`src/shared/fault_regs_pkg.sv`:
```
package fault_regs_pkg;
   localparam int CLK_FREQ_MHZ          = 200;
   localparam int INPUT_OVERLOAD_US     = 200;
   localparam int SWITCH_RESTORE_US     = 20;
   localparam int SWITCH_RESTORE_CYCLES = SWITCH_RESTORE_US * CLK_FREQ_MHZ;
   localparam int RESTORE_W             = 13;
   localparam int PIN_COUNT             = 7;
   localparam int PIN_CAL               = 2;
   localparam int PIN_FAULT             = 3;

   localparam logic [6:0] ADDR_IF_FLAGS = 7'h03;
   localparam logic [6:0] ADDR_AN_FLAGS = 7'h04;
   localparam logic [6:0] ADDR_PIN_DATA = 7'h05;
   localparam logic [6:0] ADDR_SW_SEL   = 7'h06;
   localparam logic [6:0] ADDR_WB_CTRL  = 7'h07;
   localparam logic [6:0] ADDR_PIN_DIR  = 7'h08;
   localparam logic [6:0] ADDR_AN_MASK  = 7'h0a;
   localparam logic [6:0] ADDR_SPECIAL_FUNCTION_CONFIG   = 7'h0c;

   localparam int IF_CAL_BUSY_BIT = 6;
   localparam int IF_CRC_BIT      = 5;
   localparam int IF_ACCESS_BIT   = 4;
   localparam int IF_COUNT_BIT    = 3;
   localparam int IF_MAP_BIT      = 1;
   localparam int IF_ROM_BIT      = 0;
   localparam int AN_GAIN_BIT     = 7;
   localparam int AN_HV_BIT       = 6;
   localparam int AN_WB_BIT       = 4;
   localparam int AN_FAULT_BIT    = 3;
   localparam int AN_OUT_BIT      = 2;
   localparam int AN_IN_BIT       = 1;
   localparam int AN_OV_BIT       = 0;
   localparam int WB_F1_BIT       = 3;
   localparam int WB_F2_BIT       = 2;
   localparam int SF_FAULT_OUT_BIT = 0;
   localparam int SF_CAL_OUT_BIT   = 1;

   localparam logic [7:0] IF_ERR_MASK = 8'h3b;
   localparam logic [7:0] AN_ERR_MASK = 8'hd7;
   localparam logic [7:0] AN_W1C_MASK = 8'hdf;
   localparam logic [7:0] AN_MASK_RW  = 8'hdf;
   localparam logic [7:0] WB_RW_MASK  = 8'h8f;
   localparam logic [7:0] SF_RW_MASK  = 8'h03;
   localparam logic [6:0] SW_RST      = 7'h60;
   localparam logic [7:0] WB_RST      = 8'h02;

   localparam int         FRAME_BITS  = 24;
   localparam int         HEADER_BITS = 8;
   localparam int         DATA_END    = 16;
   localparam int         CNT_W       = 6;
   localparam logic [7:0] CRC_POLY    = 8'h07;
endpackage : fault_regs_pkg

```
`src/shared/reg_access_if.sv`:
```
`timescale 1ns/1ps
interface reg_access_if;
   logic [6:0] addr;
   logic [7:0] wdata;
   logic       wr;
   logic       rd;
   logic [7:0] rdata;
   logic       crc_err;
   logic       cnt_err;

   modport engine (output addr, output wdata, output wr, output rd, input rdata,
                   output crc_err, output cnt_err);
   modport regs   (input addr, input wdata, input wr, input rd, output rdata,
                   input crc_err, input cnt_err);
endinterface : reg_access_if

```
`src/rtl/serial_frame_engine.sv`:
```
`timescale 1ns/1ps
module serial_frame_engine
   import fault_regs_pkg::*;
(
   input  wire logic   REF_CLK,
   input  wire logic   RST_N,
   input  wire logic   CS_N,
   input  wire logic   SCLK,
   input  wire logic   MOSI,
   output logic        MISO,
   reg_access_if.engine ra
);
   typedef struct packed {
      logic                  sclk_q;
      logic                  cs_q;
      logic [CNT_W-1:0]      cnt;
      logic [FRAME_BITS-1:0] sh;
      logic [7:0]            crc;
      logic [7:0]            tx;
      logic                  miso;
      logic [6:0]            addr;
      logic                  rw;
      logic [7:0]            wdata;
      logic                  wr;
      logic                  rd;
      logic                  crc_err;
      logic                  cnt_err;
   } eng_t;

   eng_t s_r;
   eng_t s_nxt;
   logic rise;
   logic fall;

   assign rise = !CS_N && !s_r.sclk_q && SCLK;
   assign fall = !CS_N && s_r.sclk_q && !SCLK;

   always_comb begin
      s_nxt         = s_r;
      s_nxt.sclk_q  = SCLK;
      s_nxt.cs_q    = CS_N;
      s_nxt.wr      = 1'b0;
      s_nxt.rd      = 1'b0;
      s_nxt.crc_err = 1'b0;
      s_nxt.cnt_err = 1'b0;
      if (s_r.rd) begin
         s_nxt.tx = ra.rdata;
      end
      if (s_r.cs_q && !CS_N) begin
         s_nxt.cnt = '0;
         s_nxt.crc = '0;
      end else if (rise) begin
         s_nxt.sh = {s_r.sh[FRAME_BITS-2:0], MOSI};
         if (s_r.cnt != {CNT_W{1'b1}}) begin
            s_nxt.cnt = s_r.cnt + 1'b1;
         end
         if (s_r.cnt < CNT_W'(DATA_END)) begin
            s_nxt.crc = {s_r.crc[6:0], 1'b0} ^ ((s_r.crc[7] ^ MOSI) ? CRC_POLY : 8'h00);
         end
         if (s_r.cnt == CNT_W'(HEADER_BITS - 1)) begin
            s_nxt.rw   = s_nxt.sh[7];
            s_nxt.addr = s_nxt.sh[6:0];
            s_nxt.rd   = s_nxt.sh[7];
         end
      end else if (fall) begin
         // Read data leaves MSB first on the falling edges of the data byte
         if (s_r.cnt >= CNT_W'(HEADER_BITS) && s_r.cnt < CNT_W'(DATA_END)) begin
            s_nxt.miso = s_r.tx[7];
            s_nxt.tx   = {s_r.tx[6:0], 1'b0};
         end
      end else if (!s_r.cs_q && CS_N) begin
         s_nxt.miso = 1'b0;
         if (s_r.cnt != CNT_W'(FRAME_BITS)) begin
            s_nxt.cnt_err = 1'b1;
         end else if (s_r.sh[7:0] != s_r.crc) begin
            s_nxt.crc_err = 1'b1;
         end else if (!s_r.rw) begin
            s_nxt.wr    = 1'b1;
            s_nxt.wdata = s_r.sh[15:8];
         end
      end
   end

   always_ff @(posedge REF_CLK or negedge RST_N) begin
      if (!RST_N) begin
         s_r        <= '0;
         s_r.sclk_q <= 1'b0;
         s_r.cs_q   <= 1'b1;
      end else begin
         s_r <= s_nxt;
      end
   end

   assign MISO       = s_r.miso;
   assign ra.addr    = s_r.addr;
   assign ra.wdata   = s_r.wdata;
   assign ra.wr      = s_r.wr;
   assign ra.rd      = s_r.rd;
   assign ra.crc_err = s_r.crc_err;
   assign ra.cnt_err = s_r.cnt_err;
endmodule : serial_frame_engine

```
`src/rtl/fault_flags_and_port_regs.sv`:
```
`timescale 1ns/1ps
// Overview of operation
// - Busy flag follows calibration; writes ignored
// - Busy flag on pin two when enabled
// - Checksum mismatch on transfer sets flag
// - Invalid register address sets access flag
// - Wrong clock edge count sets flag
// - Map checksum mismatch sets flag
// - Failed memory check sets flag
// - Forced gain default sets gain flag
// - Clearing gain flag restores nothing
// - Supply trip sets flag, recovery calibrates
// - Wire break during test sets flag
// - Fault is OR of unmasked flags
// - Fault low on pin three when enabled
// - Output overload sets flag
// - Input overload flag; long overload forces gain
// - Overvoltage opens switches, readback unchanged
// - Switches restored after quiet restore time
// - Latched keeps flag; nonlatched clears on restore
// - Writing one clears a flag
// - Output pins follow data bits
// - Input pins read level, writes ignored
// - Mask bit removes analog flag from fault
// - Direction one means output
module fault_flags_and_port_regs
   import fault_regs_pkg::*;
#(
   parameter int INPUT_HOLD_CYCLES = INPUT_OVERLOAD_US * CLK_FREQ_MHZ,
   parameter int HOLD_W            = 20
)(
   input  wire logic                 REF_CLK,
   input  wire logic                 RST_N,
   input  wire logic                 CS_N,
   input  wire logic                 SCLK,
   input  wire logic                 MOSI,
   output logic                      MISO,
   input  wire logic [PIN_COUNT-1:0] PIN_IN,
   output logic      [PIN_COUNT-1:0] PIN_OUT,
   output logic      [PIN_COUNT-1:0] PIN_OE,
   input  wire logic                 CAL_ACTIVE,
   input  wire logic                 ROM_CHECK_FAIL,
   input  wire logic                 HV_SUPPLY_TRIP,
   input  wire logic                 WIRE_BREAK_SENSE,
   input  wire logic                 OUTPUT_OVERLOAD,
   input  wire logic                 INPUT_OVERLOAD,
   input  wire logic                 SWITCH_OVERVOLT,
   input  wire logic                 LATCHED_MODE,
   output logic      [6:0]           SWITCH_DRIVE,
   output logic      [7:0]           WB_CONTROL,
   output logic                      GAIN_DEFAULT_LOAD,
   output logic                      CAL_START
);
   if (INPUT_HOLD_CYCLES < 1 || INPUT_HOLD_CYCLES >= (1 << HOLD_W)) begin : g_bad_hold
      $error("INPUT_HOLD_CYCLES does not fit the hold counter");
   end
   if (SWITCH_RESTORE_CYCLES >= (1 << RESTORE_W)) begin : g_bad_restore
      $error("restore count does not fit its counter");
   end

   localparam logic [HOLD_W-1:0]    HOLD_LAST    = HOLD_W'(INPUT_HOLD_CYCLES - 1);
   localparam logic [HOLD_W-1:0]    HOLD_TOP     = HOLD_W'(INPUT_HOLD_CYCLES);
   localparam logic [RESTORE_W-1:0] RESTORE_LAST = RESTORE_W'(SWITCH_RESTORE_CYCLES - 1);
   localparam logic [RESTORE_W-1:0] RESTORE_TOP  = RESTORE_W'(SWITCH_RESTORE_CYCLES);

   typedef struct packed {
      logic [7:0]           if_flags;
      logic [7:0]           an_flags;
      logic [6:0]           pin_data;
      logic [6:0]           sw_prog;
      logic [7:0]           wb_ctrl;
      logic [6:0]           pin_dir;
      logic [7:0]           an_mask;
      logic [7:0]           special_function_config;
      logic [7:0]           map_sum;
      logic [HOLD_W-1:0]    in_cnt;
      logic [RESTORE_W-1:0] ov_cnt;
      logic                 sw_open;
      logic                 hv_trip_q;
      logic                 gain_load;
      logic                 cal_start;
      logic [6:0]           pin_out;
      logic [6:0]           pin_oe;
      logic [6:0]           sw_drive;
   } regs_t;

   function automatic logic [7:0] map_check(input logic [6:0] pd, input logic [6:0] sw,
                                            input logic [7:0] wb, input logic [6:0] dir,
                                            input logic [7:0] msk, input logic [7:0] sf);
      map_check = {1'b0, pd} ^ {1'b0, sw} ^ wb ^ {1'b0, dir} ^ msk ^ sf;
   endfunction : map_check

   function automatic logic addr_valid(input logic [6:0] a);
      addr_valid = (a == ADDR_IF_FLAGS) || (a == ADDR_AN_FLAGS) || (a == ADDR_PIN_DATA) ||
                   (a == ADDR_SW_SEL) || (a == ADDR_WB_CTRL) || (a == ADDR_PIN_DIR) ||
                   (a == ADDR_AN_MASK) || (a == ADDR_SPECIAL_FUNCTION_CONFIG);
   endfunction : addr_valid

   localparam regs_t REGS_RST = '{
      if_flags: 8'h00, an_flags: 8'h00, pin_data: 7'h00, sw_prog: SW_RST,
      wb_ctrl: WB_RST, pin_dir: 7'h00, an_mask: 8'h00, special_function_config: 8'h00,
      map_sum: map_check(7'h00, SW_RST, WB_RST, 7'h00, 8'h00, 8'h00),
      in_cnt: '0, ov_cnt: '0, sw_open: 1'b0, hv_trip_q: 1'b0, gain_load: 1'b0,
      cal_start: 1'b0, pin_out: 7'h00, pin_oe: 7'h00, sw_drive: SW_RST};

   reg_access_if ra ();

   serial_frame_engine u_engine (
      .REF_CLK (REF_CLK),
      .RST_N   (RST_N),
      .CS_N    (CS_N),
      .SCLK    (SCLK),
      .MOSI    (MOSI),
      .MISO    (MISO),
      .ra      (ra)
   );

   regs_t      s_r;
   regs_t      s_nxt;
   logic [7:0] if_view;
   logic [7:0] if_set;
   logic [7:0] if_clr;
   logic [7:0] an_set;
   logic [7:0] an_clr;
   logic       fault_raw;
   logic       wb_test;
   logic       bad_access;
   logic [6:0] pin_view;
   logic [6:0] pin_drv;

   // Busy bit is live, never stored, so no write can reach it
   assign if_view  = (s_r.if_flags & IF_ERR_MASK) | (8'(CAL_ACTIVE) << IF_CAL_BUSY_BIT);
   assign pin_view = (s_r.pin_data & s_r.pin_dir) | (PIN_IN & ~s_r.pin_dir);
   assign wb_test  = s_r.wb_ctrl[WB_F1_BIT] || s_r.wb_ctrl[WB_F2_BIT];
   assign bad_access = (ra.wr || ra.rd) && !addr_valid(ra.addr);
   assign fault_raw = |(s_r.if_flags & IF_ERR_MASK) |
                      |(s_r.an_flags & AN_ERR_MASK & ~s_r.an_mask);

   always_comb begin
      case (ra.addr)
         ADDR_IF_FLAGS: ra.rdata = if_view;
         ADDR_AN_FLAGS: ra.rdata = s_r.an_flags & AN_W1C_MASK;
         ADDR_PIN_DATA: ra.rdata = {1'b0, pin_view};
         // Readback shows the programmed switches, not the forced-open state
         ADDR_SW_SEL:   ra.rdata = {1'b0, s_r.sw_prog};
         ADDR_WB_CTRL:  ra.rdata = s_r.wb_ctrl;
         ADDR_PIN_DIR:  ra.rdata = {1'b0, s_r.pin_dir};
         ADDR_AN_MASK:  ra.rdata = s_r.an_mask;
         ADDR_SPECIAL_FUNCTION_CONFIG:   ra.rdata = s_r.special_function_config;
         default:       ra.rdata = 8'h00;
      endcase
   end

   always_comb begin
      s_nxt = s_r;
      if_set = 8'h00;
      if_clr = 8'h00;
      an_set = 8'h00;
      an_clr = 8'h00;
      pin_drv = 7'h00;
      s_nxt.gain_load = 1'b0;
      s_nxt.cal_start = 1'b0;
      s_nxt.hv_trip_q = HV_SUPPLY_TRIP;

      if (ra.wr) begin
         case (ra.addr)
            ADDR_IF_FLAGS: if_clr = ra.wdata & IF_ERR_MASK;
            ADDR_AN_FLAGS: an_clr = ra.wdata & AN_W1C_MASK;
            ADDR_PIN_DATA: s_nxt.pin_data = (ra.wdata[6:0] & s_r.pin_dir) |
                                            (s_r.pin_data & ~s_r.pin_dir);
            ADDR_SW_SEL:   s_nxt.sw_prog = ra.wdata[6:0];
            ADDR_WB_CTRL:  s_nxt.wb_ctrl = ra.wdata & WB_RW_MASK;
            ADDR_PIN_DIR:  s_nxt.pin_dir = ra.wdata[6:0];
            ADDR_AN_MASK:  s_nxt.an_mask = ra.wdata & AN_MASK_RW;
            ADDR_SPECIAL_FUNCTION_CONFIG:   s_nxt.special_function_config = ra.wdata & SF_RW_MASK;
            default:       s_nxt.map_sum = s_r.map_sum;
         endcase
         s_nxt.map_sum = map_check(s_nxt.pin_data, s_nxt.sw_prog, s_nxt.wb_ctrl,
                                   s_nxt.pin_dir, s_nxt.an_mask, s_nxt.special_function_config);
      end

      if_set[IF_CRC_BIT]    = ra.crc_err;
      if_set[IF_ACCESS_BIT] = bad_access;
      if_set[IF_COUNT_BIT]  = ra.cnt_err;
      // Stored map checked against the sum taken at the last write
      if_set[IF_MAP_BIT]    = map_check(s_r.pin_data, s_r.sw_prog, s_r.wb_ctrl, s_r.pin_dir,
                                        s_r.an_mask, s_r.special_function_config) != s_r.map_sum;
      if_set[IF_ROM_BIT]    = ROM_CHECK_FAIL;

      an_set[AN_HV_BIT]  = HV_SUPPLY_TRIP;
      s_nxt.cal_start    = s_r.hv_trip_q && !HV_SUPPLY_TRIP;
      an_set[AN_WB_BIT]  = wb_test && WIRE_BREAK_SENSE;
      an_set[AN_OUT_BIT] = OUTPUT_OVERLOAD;
      an_set[AN_IN_BIT]  = INPUT_OVERLOAD;
      an_set[AN_FAULT_BIT] = fault_raw;

      // Counter saturates at the hold time so one episode forces gain only once
      if (!INPUT_OVERLOAD) begin
         s_nxt.in_cnt = '0;
      end else if (s_r.in_cnt != HOLD_TOP) begin
         s_nxt.in_cnt = s_r.in_cnt + 1'b1;
      end
      if (INPUT_OVERLOAD && s_r.in_cnt == HOLD_LAST) begin
         s_nxt.gain_load     = 1'b1;
         an_set[AN_GAIN_BIT] = 1'b1;
      end

      if (SWITCH_OVERVOLT) begin
         s_nxt.sw_open   = 1'b1;
         s_nxt.ov_cnt    = '0;
         an_set[AN_OV_BIT] = 1'b1;
      end else if (s_r.sw_open) begin
         s_nxt.ov_cnt = s_r.ov_cnt + 1'b1;
         if (s_r.ov_cnt == RESTORE_LAST) begin
            s_nxt.sw_open = 1'b0;
            if (!LATCHED_MODE) begin
               an_clr[AN_OV_BIT] = 1'b1;
            end
         end
      end

      // Set wins over a clear landing in the same cycle
      s_nxt.if_flags = ((s_r.if_flags & ~if_clr) | if_set) & IF_ERR_MASK;
      s_nxt.an_flags = ((s_r.an_flags & ~an_clr) | an_set) & AN_W1C_MASK;

      s_nxt.sw_drive = s_nxt.sw_open ? 7'h00 : s_nxt.sw_prog;

      pin_drv = s_nxt.pin_data;
      if (s_nxt.special_function_config[SF_CAL_OUT_BIT]) begin
         pin_drv[PIN_CAL] = CAL_ACTIVE;
      end
      if (s_nxt.special_function_config[SF_FAULT_OUT_BIT]) begin
         pin_drv[PIN_FAULT] = !s_nxt.an_flags[AN_FAULT_BIT];
      end
      s_nxt.pin_oe  = s_nxt.pin_dir;
      s_nxt.pin_out = pin_drv & s_nxt.pin_dir;
   end

   always_ff @(posedge REF_CLK or negedge RST_N) begin
      if (!RST_N) begin
         s_r <= REGS_RST;
      end else begin
         s_r <= s_nxt;
      end
   end

   assign PIN_OUT           = s_r.pin_out;
   assign PIN_OE            = s_r.pin_oe;
   assign SWITCH_DRIVE      = s_r.sw_drive;
   assign WB_CONTROL        = s_r.wb_ctrl;
   assign GAIN_DEFAULT_LOAD = s_r.gain_load;
   assign CAL_START         = s_r.cal_start;

   // Assertion helper: cycles since overvoltage last stood high, saturating
   logic [RESTORE_W-1:0] quiet_r;

   always_ff @(posedge REF_CLK or negedge RST_N) begin
      if (!RST_N) begin
         quiet_r <= '0;
      end else if (SWITCH_OVERVOLT) begin
         quiet_r <= '0;
      end else if (quiet_r != RESTORE_TOP) begin
         quiet_r <= quiet_r + 1'b1;
      end
   end
endmodule : fault_flags_and_port_regs

```
`config.mk`:
```
export PLATFORM = sky130hd
export DESIGN_NAME = fault_flags_and_port_regs
export DESIGN_NICKNAME = d
export VERILOG_FILES = /design/src/shared/fault_regs_pkg.sv /design/src/shared/reg_access_if.sv /design/src/rtl/serial_frame_engine.sv /design/src/rtl/fault_flags_and_port_regs.sv
export SDC_FILE = /design/constraint.sdc
export NUM_CORES = 1
export LEC_CHECK = 0
export BUFFER_PORTS_ARGS = -buffer_cell sky130_fd_sc_hd__buf_2
export CAP_MARGIN = 20
export CORE_MARGIN = 2
export CORE_UTILIZATION = 40
export CTS_CLUSTER_SIZE = 16
export DETAILED_ROUTE_END_ITERATION = 6
export SYNTH_ARGS = -nofsm -noshare
export SYNTH_HDL_FRONTEND = slang
export SYNTH_SLANG_ARGS = --single-unit
```
`constraint.sdc`:
```
create_clock -name REF_CLK -period 2.1 [get_ports REF_CLK]
set_clock_uncertainty 0.05 [all_clocks]
set_input_delay 0.315 -clock REF_CLK [delete_from_list [all_inputs] [get_ports REF_CLK]]
set_output_delay 0.315 -clock REF_CLK [all_outputs]
set_load 0.05 [all_outputs]
```
# Yosys cells after proc, flatten, opt, wreduce, memory -nomap -nowiden
# Index checks and enable logic that the tools add are counted.
[word_totals]
out_inout_bits = 32
regBits = 185
input_bits = 20
elab_cells = 192
[op_classes]
order_cmp = 2
add_sub_neg = 3
n_mux = 61
eq_ne = 18
n_bitwise = 36
n_reduce_logical = 40
[op_table]
columns = ["operator", "n"]
rows = [
  ["8-bit 2-to-1 mux", 14],
  ["9-bit 2-to-1 mux", 8],
  ["8-bit case mux with 8 select lines", 1],
  ["53-bit 2-to-1 mux", 1],
  ["7-bit 2-to-1 mux", 7],
  ["20-bit 2-to-1 mux", 2],
  ["8-bit bitwise XOR", 5],
  ["38-bit 2-to-1 mux", 1],
  ["7-bit bitwise AND", 5],
  ["29-bit 2-to-1 mux", 1],
  ["7-bit by 3-bit == test with 1-bit output, second input constant", 4],
  ["14-bit 2-to-1 mux", 2],
  ["6-bit 2-to-1 mux", 4],
  ["7-bit by 4-bit == test with 1-bit output, second input constant", 3],
  ["20-bit by 1-bit adder with 20-bit output, second input constant", 1],
  ["20-bit by 16-bit == test with 1-bit output, second input constant", 1],
  ["20-bit by 16-bit inequality test with 1-bit output, second input constant", 1],
  ["8-bit bitwise AND", 2],
  ["1-bit 2-to-1 mux", 16],
  ["8-bit inequality test", 2],
  ["8-bit inverter", 2],
  ["7-bit by 8-bit bitwise XOR with 8-bit output", 2],
  ["8-bit by 7-bit bitwise XOR with 8-bit output", 2],
  ["7-bit OR", 2],
  ["other kinds (33)", 71],
]

# Logic depth before layout (Yosys ltp)
# Gate-level depths: netlist of the first run.
[depth]
ltp_word = 13
mapped_depth = 10
mapped_depth_nobuf = 7

# By module
# From an unflattened synthesis of the first run, not the netlist that was laid out.
[unflattened]
hier_cells = 969
hier_area_um2 = 9774.4
[modules_own_cells]
columns = ["module", "n_inst", "seq_area_each_um2", "cells_per_inst", "area_each_um2"]
rows = [
  ["fault_flags_and_port_regs", 1, 2912.8, 761, 7074.3],
  ["serial_frame_engine", 1, 1527.7, 208, 2700.1],
]

# Least setup slack after synthesis of the first run
# Ideal clock, no wire load.
[synth_path]
path_kind = "register to register"
start = "reg u_engine.s_r, in the netlist u_engine.ra.addr[5]"
end = "reg s_r[59] (netlist bit)"
period_less_slack_ns = 2.251
required_ns = 1.968
path_stages_with_launch = 8
arrival_ns = 2.119
n_path_buf = 1
setup_time_ns = 0.082
path_slack_ns = -0.151
path_cell_list = "dfrtp_1 or4b_1 buf_6 nor3_1 o21ai_0 o211ai_1 xor3_1 mux2_2"
[synth_via]
elab_chain_cells = 8
word_cells_on_any_way = 23
cone_classes = "eq/ne (6); mux (12); bitwise (5)"
[synth_lines]
columns = ["element", "line", "text"]
rows = [
  ["start: declaration", "serial_frame_engine.sv:30", "eng_t s_r;"],
  ["start signal: assignment", "serial_frame_engine.sv:90", "s_r <= s_nxt;"],
  ["7-bit by 3-bit == test with 1-bit output", "fault_flags_and_port_regs.sv:166", "case (ra.addr)"],
  ["7-bit 2-to-1 mux", "fault_flags_and_port_regs.sv:166", ""],
  ["7-bit 2-to-1 mux", "fault_flags_and_port_regs.sv:165", "if (ra.wr) begin"],
  ["7-bit bitwise XOR", "fault_flags_and_port_regs.sv:90", "map_check = {1'b0, pd} ^ {1'b0, sw} ^ wb ^ {1'b0, dir} ^ msk ^ sf;"],
  ["7-bit by 8-bit bitwise XOR with 8-bit output", "fault_flags_and_port_regs.sv:90", ""],
  ["8-bit by 7-bit bitwise XOR with 8-bit output", "fault_flags_and_port_regs.sv:90", ""],
  ["8-bit bitwise XOR", "fault_flags_and_port_regs.sv:90", ""],
  ["8-bit bitwise XOR (*)", "fault_flags_and_port_regs.sv:90", ""],
  ["end signal: assignment", "fault_flags_and_port_regs.sv:243", "s_r <= s_nxt;"],
  ["end: declaration", "fault_flags_and_port_regs.sv:118", "regs_t s_r;"],
]
# Every way passes the cells marked *; elsewhere a longest branch is shown, timed or not. The select of a mux whose other input is x is not followed.
# A chain may end at the register's enable or synchronous reset.

# Worst setup path after layout of the first run
[layout_path]
start = "reg u_engine.s_r, in the netlist u_engine.ra.addr[4]"
end = "reg s_r[64] (netlist bit)"
# Same word-level chain as after synthesis.

==> results of run 1 <==
==> where the power goes <==
part / total (mW) / internal, mW / switching [mW]
clock: 3.28 / 1.74 / 1.54
combinational: 0.457 / 0.200 / 0.258
sequential: 3.54 / 3.47 / 0.0752
total: 7.28 / 5.40 / 1.88
==> kinds of logic after synthesis <==
group | Yosys count | synth area share
and+or+nand+nor | 396 | 0.204
muxes | 64 | 0.0693
buffers and inverters | 118 | 0.0584
xor gates and xnor gates | 103 | 0.0920
adders and majority gates | 5 | 0.00628
DFF | 177 | 0.446
AOI/OAI and AO/OA | 176 | 0.125
==> metal layers <==
| layer | global-route usage | vias to the layer above |
|---|---|---|
| met1 | 0.294 | 4149 |
| met5 | 0 | - |
| met2 | 0.364 | 275 |
| li1 | - | 3973 |
| met3 | 0.0674 | 92 |
| met4 | 0.105 | 2 |
==> final cells by class <==
type | instances | area share
inverters | 33 | 0.00945
flip-flops and latches | 177 | 0.339
well taps | 324 | 0.0309
clock inverters | 14 | 0.0133
multi-input cells | 744 | 0.422
repair buffers | 242 | 0.152
clock buffers | 18 | 0.0335
==> per-stage QoR <==
stage                util  TNS [ps]  total power, mW
floorplan               -     -1060             3.78
global placement    0.471     -3820             4.02
detailed placement  0.471     -5250             4.03
CTS                 0.511     -2790             7.34
global route        0.537     -7810             7.56
finish              0.537     -5190             7.28
==> worst register-to-register path, stage by stage (launching register included) <==
cell      delay (ps)
dfrtp_1          400
buf_4            140
or3_4            390
buf_2            190
or4_4            540
a21oi_4          160
nor3_2            70
o21ai_1          200
o311ai_2         140
==> synth_stat cells (5+ instances only) <==
master	number
dfstp_2	9
a22o_1	7
ha_1	5
nor2b_1	16
o221ai_1	7
a211oi_1	5
dfrtp_1	168
nand4_1	10
a32oi_1	5
nor3_1	18
o32ai_1	5
o22ai_1	8
or2_2	5
a222oi_1	7
or3_1	6
xor2_1	47
inv_1	33
a21o_1	10
mux2_1	12
nor4_1	11
nand2b_1	9
o21ai_1	9
o21ai_0	30
and2_1	22
clkbuf_1	44
a21oi_1	30
mux2_2	28
buf_4	29
xnor2_1	55
nand2_1	144
nor2_1	61
a2bb2oi_1	5
nand3_1	42
buf_2	6
and3_1	14
o22a_1	5
mux2i_1	24
nand3b_1	6
==> cell usage in the layout, fill, tap and decap left out, types with 6 or more instances in the layout <==
cell type / Yosys / final
dfrtp_1: 168 / 164
buf_4: 29 / 142
nand2_1: 144 / 132
nor2_1: 61 / 56
xnor2_1: 55 / 55
buf_2: 6 / 51
xor2_1: 47 / 47
nand3_1: 42 / 34
inv_1: 33 / 32
buf_6: 3 / 30
o21ai_0: 30 / 27
a21oi_1: 30 / 23
mux2_2: 28 / 22
mux2i_1: 24 / 22
and2_1: 22 / 19
clkbuf_16: 0 / 18
and3_1: 14 / 14
nor4_1: 11 / 11
nand2_2: 0 / 11
buf_12: 0 / 11
nor2b_1: 16 / 10
nor3_1: 18 / 10
nand4_1: 10 / 10
mux2_4: 0 / 10
a21o_1: 10 / 10
dfstp_2: 9 / 9
o22ai_1: 8 / 8
mux2_1: 12 / 8
o21ai_1: 9 / 8
nor3_2: 3 / 7
a222oi_1: 7 / 7
nand2b_1: 9 / 7
nor2_4: 2 / 7
a22o_1: 7 / 7
nand3b_1: 6 / 6
==> flip-flops by register name, indices dropped and copies added (netlist names), 7 cells and up <==
| name | cells |
|---|---|
| PIN_OUT | 7 |
| SWITCH_DRIVE | 7 |
| u_engine.ra.addr | 7 |
| u_engine.s_r | 41 |
| PIN_OE | 7 |
| WB_CONTROL | 8 |
| u_engine.ra.wdata | 8 |
| s_r | 85 |
==> worst max-delay path by stage <==
stage / endpoint / slack [ps] / depth (start not counted)
final: s_r[64] / -280 / 8
after global routing: PIN_OUT[3] / -340 / 8
after CTS: s_r[59] / -210 / 7
after detailed placement: s_r[60] / -340 / 8
after global placement: s_r[120] / -280 / 8
after floorplan: s_r[59] / -150 / 7
==> timing repair <==
action / in CTS / in global routing
buffers inserted: 10 / 21
setup endpoints to repair: 49 / 66
gates cloned: 0 / 2
gates resized for setup: 56 / 108
endpoints found under the hold margin: 27 / 0
hold buffers: 4 / 0
pin swaps: 17 / 38
==> out/results.ini, run 1 <==
[timing]
hold_viol=0
rsz0062_at_grt=true
relSlewSlack=0.579
setup_ws_ps=-280
fin_crit_sh=1.13
post-route-min-period_ps=2380
tightest_slew_ps=631
drv_slew=0
fin_hold_ws_ps=46.8
setup_viol_count_final=41
max_freq_ghz=0.420

[routing]
viasPerCell=5.47
wl_mm=30.2
wl_met1_mm=12.7
wl_met2_mm=14.0
first_iter_violations=709
dr_total_vias=8491
dr_wl_met3_mm=2.01
drc=0
ant_nets=0
wl_per_cell_um=19.5
highest_layer=met5
first_pass_iters=7

[hold_path]
min-delay-path-class=input port to flop
hold_path_depth=2
min_to=s_r[119]
min-delay-start=ROM_CHECK_FAIL

[clock_network]
root_buffer=clkbuf_16
cts_max_level=4
cts_tree=yes
cts_max_path_buffers=2
cts-buffers-inserted=17
insertion_delay_ps=440
clk_pin_slew_worst_paths_ps=70
cts.sinks=177

[setup_path]
cp.arrival_ps=2680
rr_endpoint=s_r[64]
worstReg2RegStart=u_engine.ra.addr[4]
reg2reg_setup_slack_ps=-280
crit_fanout=4
critPathBufInv=2
critical_path.max_stage_delay_ps=540
critPathLaunch=u_engine.ra.addr[4]
crit_family=simple AND/OR/NAND/NOR gates
start_kind=flop
worstSetupPathType=flop to flop
crit_path_top_delay_cell=or4_4
cp_data_required_time_ps=2400
cp_cell_sequence=buf_4 > or3_4 > buf_2 > or4_4 > a21oi_4 > nor3_2 > o21ai_1 > o311ai_2
rr_worst_depth=8
end_kind=flop

[synthesis]
ys_types=82
synth.area.top_cells=dfrtp_1 (42%), nand2_1 (5.4%), xnor2_1 (4.8%)
seq_area_frac_synth=0.446
synth-main-ff-cell=dfrtp_1
synth_edf_count=0
synth_top_area_cell=dfrtp_1
yosysWarnings=0
ys_ff_latch=177
syn-num-nets=1064
synth_top_area_share=0.422
ys_async_sr_fraction=1.00
syn_area_mm2=0.00997
synth.avg_cell_area_um2=9.59
netlist_instances=1039

[outcome]
failed_checks=negative setup slack
outcome=complete, but fails checks

[pwr]
ir_drop_uv=376
p_leak_nw=6.03
power_density_mw_per_mm2=555

[global_route]
grt_pass1_vias=8271
antenna_found_initial=1
grtUsageTotal=0.231
grt_first_pass_wirelength_mm=46.5
grt_max_degree=49
grt-ovfl-total=0

[die]
coreArea_mm2=0.0244
ios=52
rows=57
die_area_mm2=0.0262
dieHeight_um=162
start_util=0.409
fp.dieW_um=162

[final_layout]
drive_gt1_frac=0.347
area_growth_pct=31.6
ff_latch_area_mm2=0.00445
num-fill-cells=2192
stdcell_area_mm2=0.0131
final_nets=1240
n_antenna_cell=0
multi_input_area_mm2=0.00553
layoutNonFillerInstCount=1552

[placed_design]
place_area_mm2=0.0115
place_inst=1487
dp_worst_setup_slack_ps=-339
place_congestion=0.999
io_buffers=51
hpwlAfterDp_mm=21.9

[job]
max-cap-violations=0

No activity file was read; power rests on OpenSTA's default activity.
==> run 2, diff against run 1 <==
==> constraint.sdc (replaced) <==
create_clock -name REF_CLK -period 3 [get_ports REF_CLK]
set_clock_uncertainty 0.05 [all_clocks]
set_input_delay 0.45 -clock REF_CLK [delete_from_list [all_inputs] [get_ports REF_CLK]]
set_output_delay 0.45 -clock REF_CLK [all_outputs]
set_load 0.05 [all_outputs]
==> run 2 against run 1 <==
The run ends with design-rule violations left; non-clock buffer count down 149; combinational power down 46%; highest routed layer is now met4; largest cell class unchanged; hold slack better by 60 ps; critical endpoint is now s_r[120].
==> out/results.ini, run 2 (synthesized netlist as in run 1, its figures left out) <==
[die]
start_util=0.409  ; unchanged
rows=57  ; unchanged
ios=52  ; unchanged
dieHeight_um=162  ; unchanged
die_area_mm2=0.0262  ; unchanged
coreArea_mm2=0.0244  ; unchanged
fp.dieW_um=162  ; unchanged

[routing]
first_pass_iters=7  ; unchanged
wl_met2_mm=12.3  ; -12%
drc=10  ; +10
viasPerCell=5.56  ; +1.6%
ant_nets=0  ; unchanged
wl_per_cell_um=19.4  ; -0.53%
wl_met1_mm=12.3  ; -3.1%
dr_wl_met3_mm=1.54  ; -23%
highest_layer=met4
dr_total_vias=7795  ; -8.2%
wl_mm=27.2  ; -10%
first_iter_violations=808  ; +14%

[setup_path]
rr_endpoint=s_r[120]
cp_data_required_time_ps=3260  ; +860 ps
worstReg2RegStart=u_engine.ra.addr[3]
crit_fanout=19  ; +15
cp.arrival_ps=3040  ; +360 ps
rr_worst_depth=7  ; -1
end_kind=flop
reg2reg_setup_slack_ps=220  ; +500 ps
start_kind=flop
worstSetupPathType=flop to flop

[final_layout]
area_growth_pct=11.9
ff_latch_area_mm2=0.00444  ; -0.11%
biggestRegsByFlops=s_r (85), u_engine.s_r (41)
layoutNonFillerInstCount=1403  ; -9.6%
stdcell_area_mm2=0.0111  ; -15%
n_antenna_cell=0  ; unchanged
final_nets=1091  ; -12%
multi_input_area_mm2=0.00495  ; -11%
layout_common_cells=dfrtp_1 (168), nand2_1 (144), nor2_1 (61), xnor2_1 (55), buf_2 (50)
mostFrequentLayoutCell=dfrtp_1
num-fill-cells=2355  ; +7.4%
largest-register=s_r
drive_gt1_frac=0.168  ; -0.179
largest_reg_flops=85  ; unchanged

[global_route]
grt-ovfl-total=0  ; unchanged
grtUsageTotal=0.213  ; -0.0178
grt_pass1_vias=7624  ; -7.8%
grt_max_degree=68  ; +39%
antenna_found_initial=0  ; -1
grt_first_pass_wirelength_mm=43.1  ; -7.3%

[clock_network]
cts_tree=yes
cts_max_level=4  ; unchanged
cts-buffers-inserted=17  ; unchanged
insertion_delay_ps=430  ; about the same
root_buffer=clkbuf_16
ctsResizeCount=0  ; -100%
cts.sinks=177  ; unchanged
clk_pin_slew_worst_paths_ps=80  ; about the same
cts_max_path_buffers=2  ; unchanged

[placed_design]
hpwlAfterDp_mm=19.5  ; -11%
io_buffers=51  ; unchanged
dp_worst_setup_slack_ps=289  ; +629 ps
place_congestion=0.972  ; -2.7%
place_area_mm2=0.0105  ; -8.5%
place_inst=1370  ; -7.9%

[job]
max-cap-violations=0  ; unchanged

[timing]
rsz0062_at_grt=false
fin_crit_sh=0.925  ; -0.208
max_freq_ghz=0.360  ; -14%
tns_ps=0  ; +5190 ps
setup_viol_count_final=0  ; -100%
tightest_slew_ps=751  ; +120 ps
hold_viol=0  ; unchanged
drv_slew=0  ; unchanged
setup_ws_ps=224  ; +503 ps
relSlewSlack=0.495  ; -0.0843
post-route-min-period_ps=2780  ; +397 ps

[outcome]
outcome=complete, but fails checks
failed_checks=design-rule violations

[pwr]
power_density_mw_per_mm2=455  ; -18%
ir_drop_uv=291  ; -23%
p_leak_nw=5.14  ; -15%

[hold_path]
min-delay-start=SCLK
min_to=u_engine.s_r[68]
hold_path_depth=1  ; -1
min-delay-path-class=input port to flop

run 2: worst max-delay path by stage:
stage	start	to	slack [ps]	cells past startpoint
after global routing	u_engine.ra.addr[3]	s_r[120]	120	7
after global placement	u_engine.ra.addr[3]	s_r[120]	300	7
after detailed placement	u_engine.ra.addr[3]	s_r[120]	290	7
after CTS	u_engine.ra.addr[3]	s_r[120]	290	7
final	u_engine.ra.addr[3]	s_r[120]	220	7
after floorplan	CS_N	u_engine.ra.addr[0]	640	7
run 2: worst max-delay path, cell delays in order (launching register included):
cell	delay, ps
dfrtp_1	590
buf_4	290
nand3b_1	310
nor4_2	360
nand2_1	90
a2111oi_0	680
buf_4	220
nand3_1	70
run 2: timing repair:
action,CTS,global route
setup buffers,0,0
hold endpoints to repair,63,0
hold buffers,1,0
run 2: area by class of cell:
type	instances	share of cell area
Multi-Input combinational cell	744	0.444
Clock buffer	18	0.0385
Clock inverter	14	0.0173
Timing Repair Buffer	93	0.0544
Sequential cell	177	0.398
Inverter	33	0.0111
Tap cell	324	0.0364
run 2: where the power goes:
group	internal [mW]	switching, mW	total, mW
Clock	1.28	1.07	2.35
Combinational	0.0900	0.155	0.245
Sequential	2.43	0.0536	2.48
run 2: metal layers:
metal  vias to the layer above  GRT usage
met5                         -          0
met4                         0      0.101
met3                        62     0.0365
met2                       255      0.332
met1                      3800      0.290
li1                       3678          -
run 2: stage by stage:
stage	util	hold WS (ps)	power, mW
4_1_cts	0.457	90.9	5.13
3_5_place_dp	0.431	370	2.77
6_report	0.457	107	5.07
2_1_floorplan	-	104	2.65
5_1_grt	0.457	106	5.26
3_3_place_gp	0.431	366	2.77
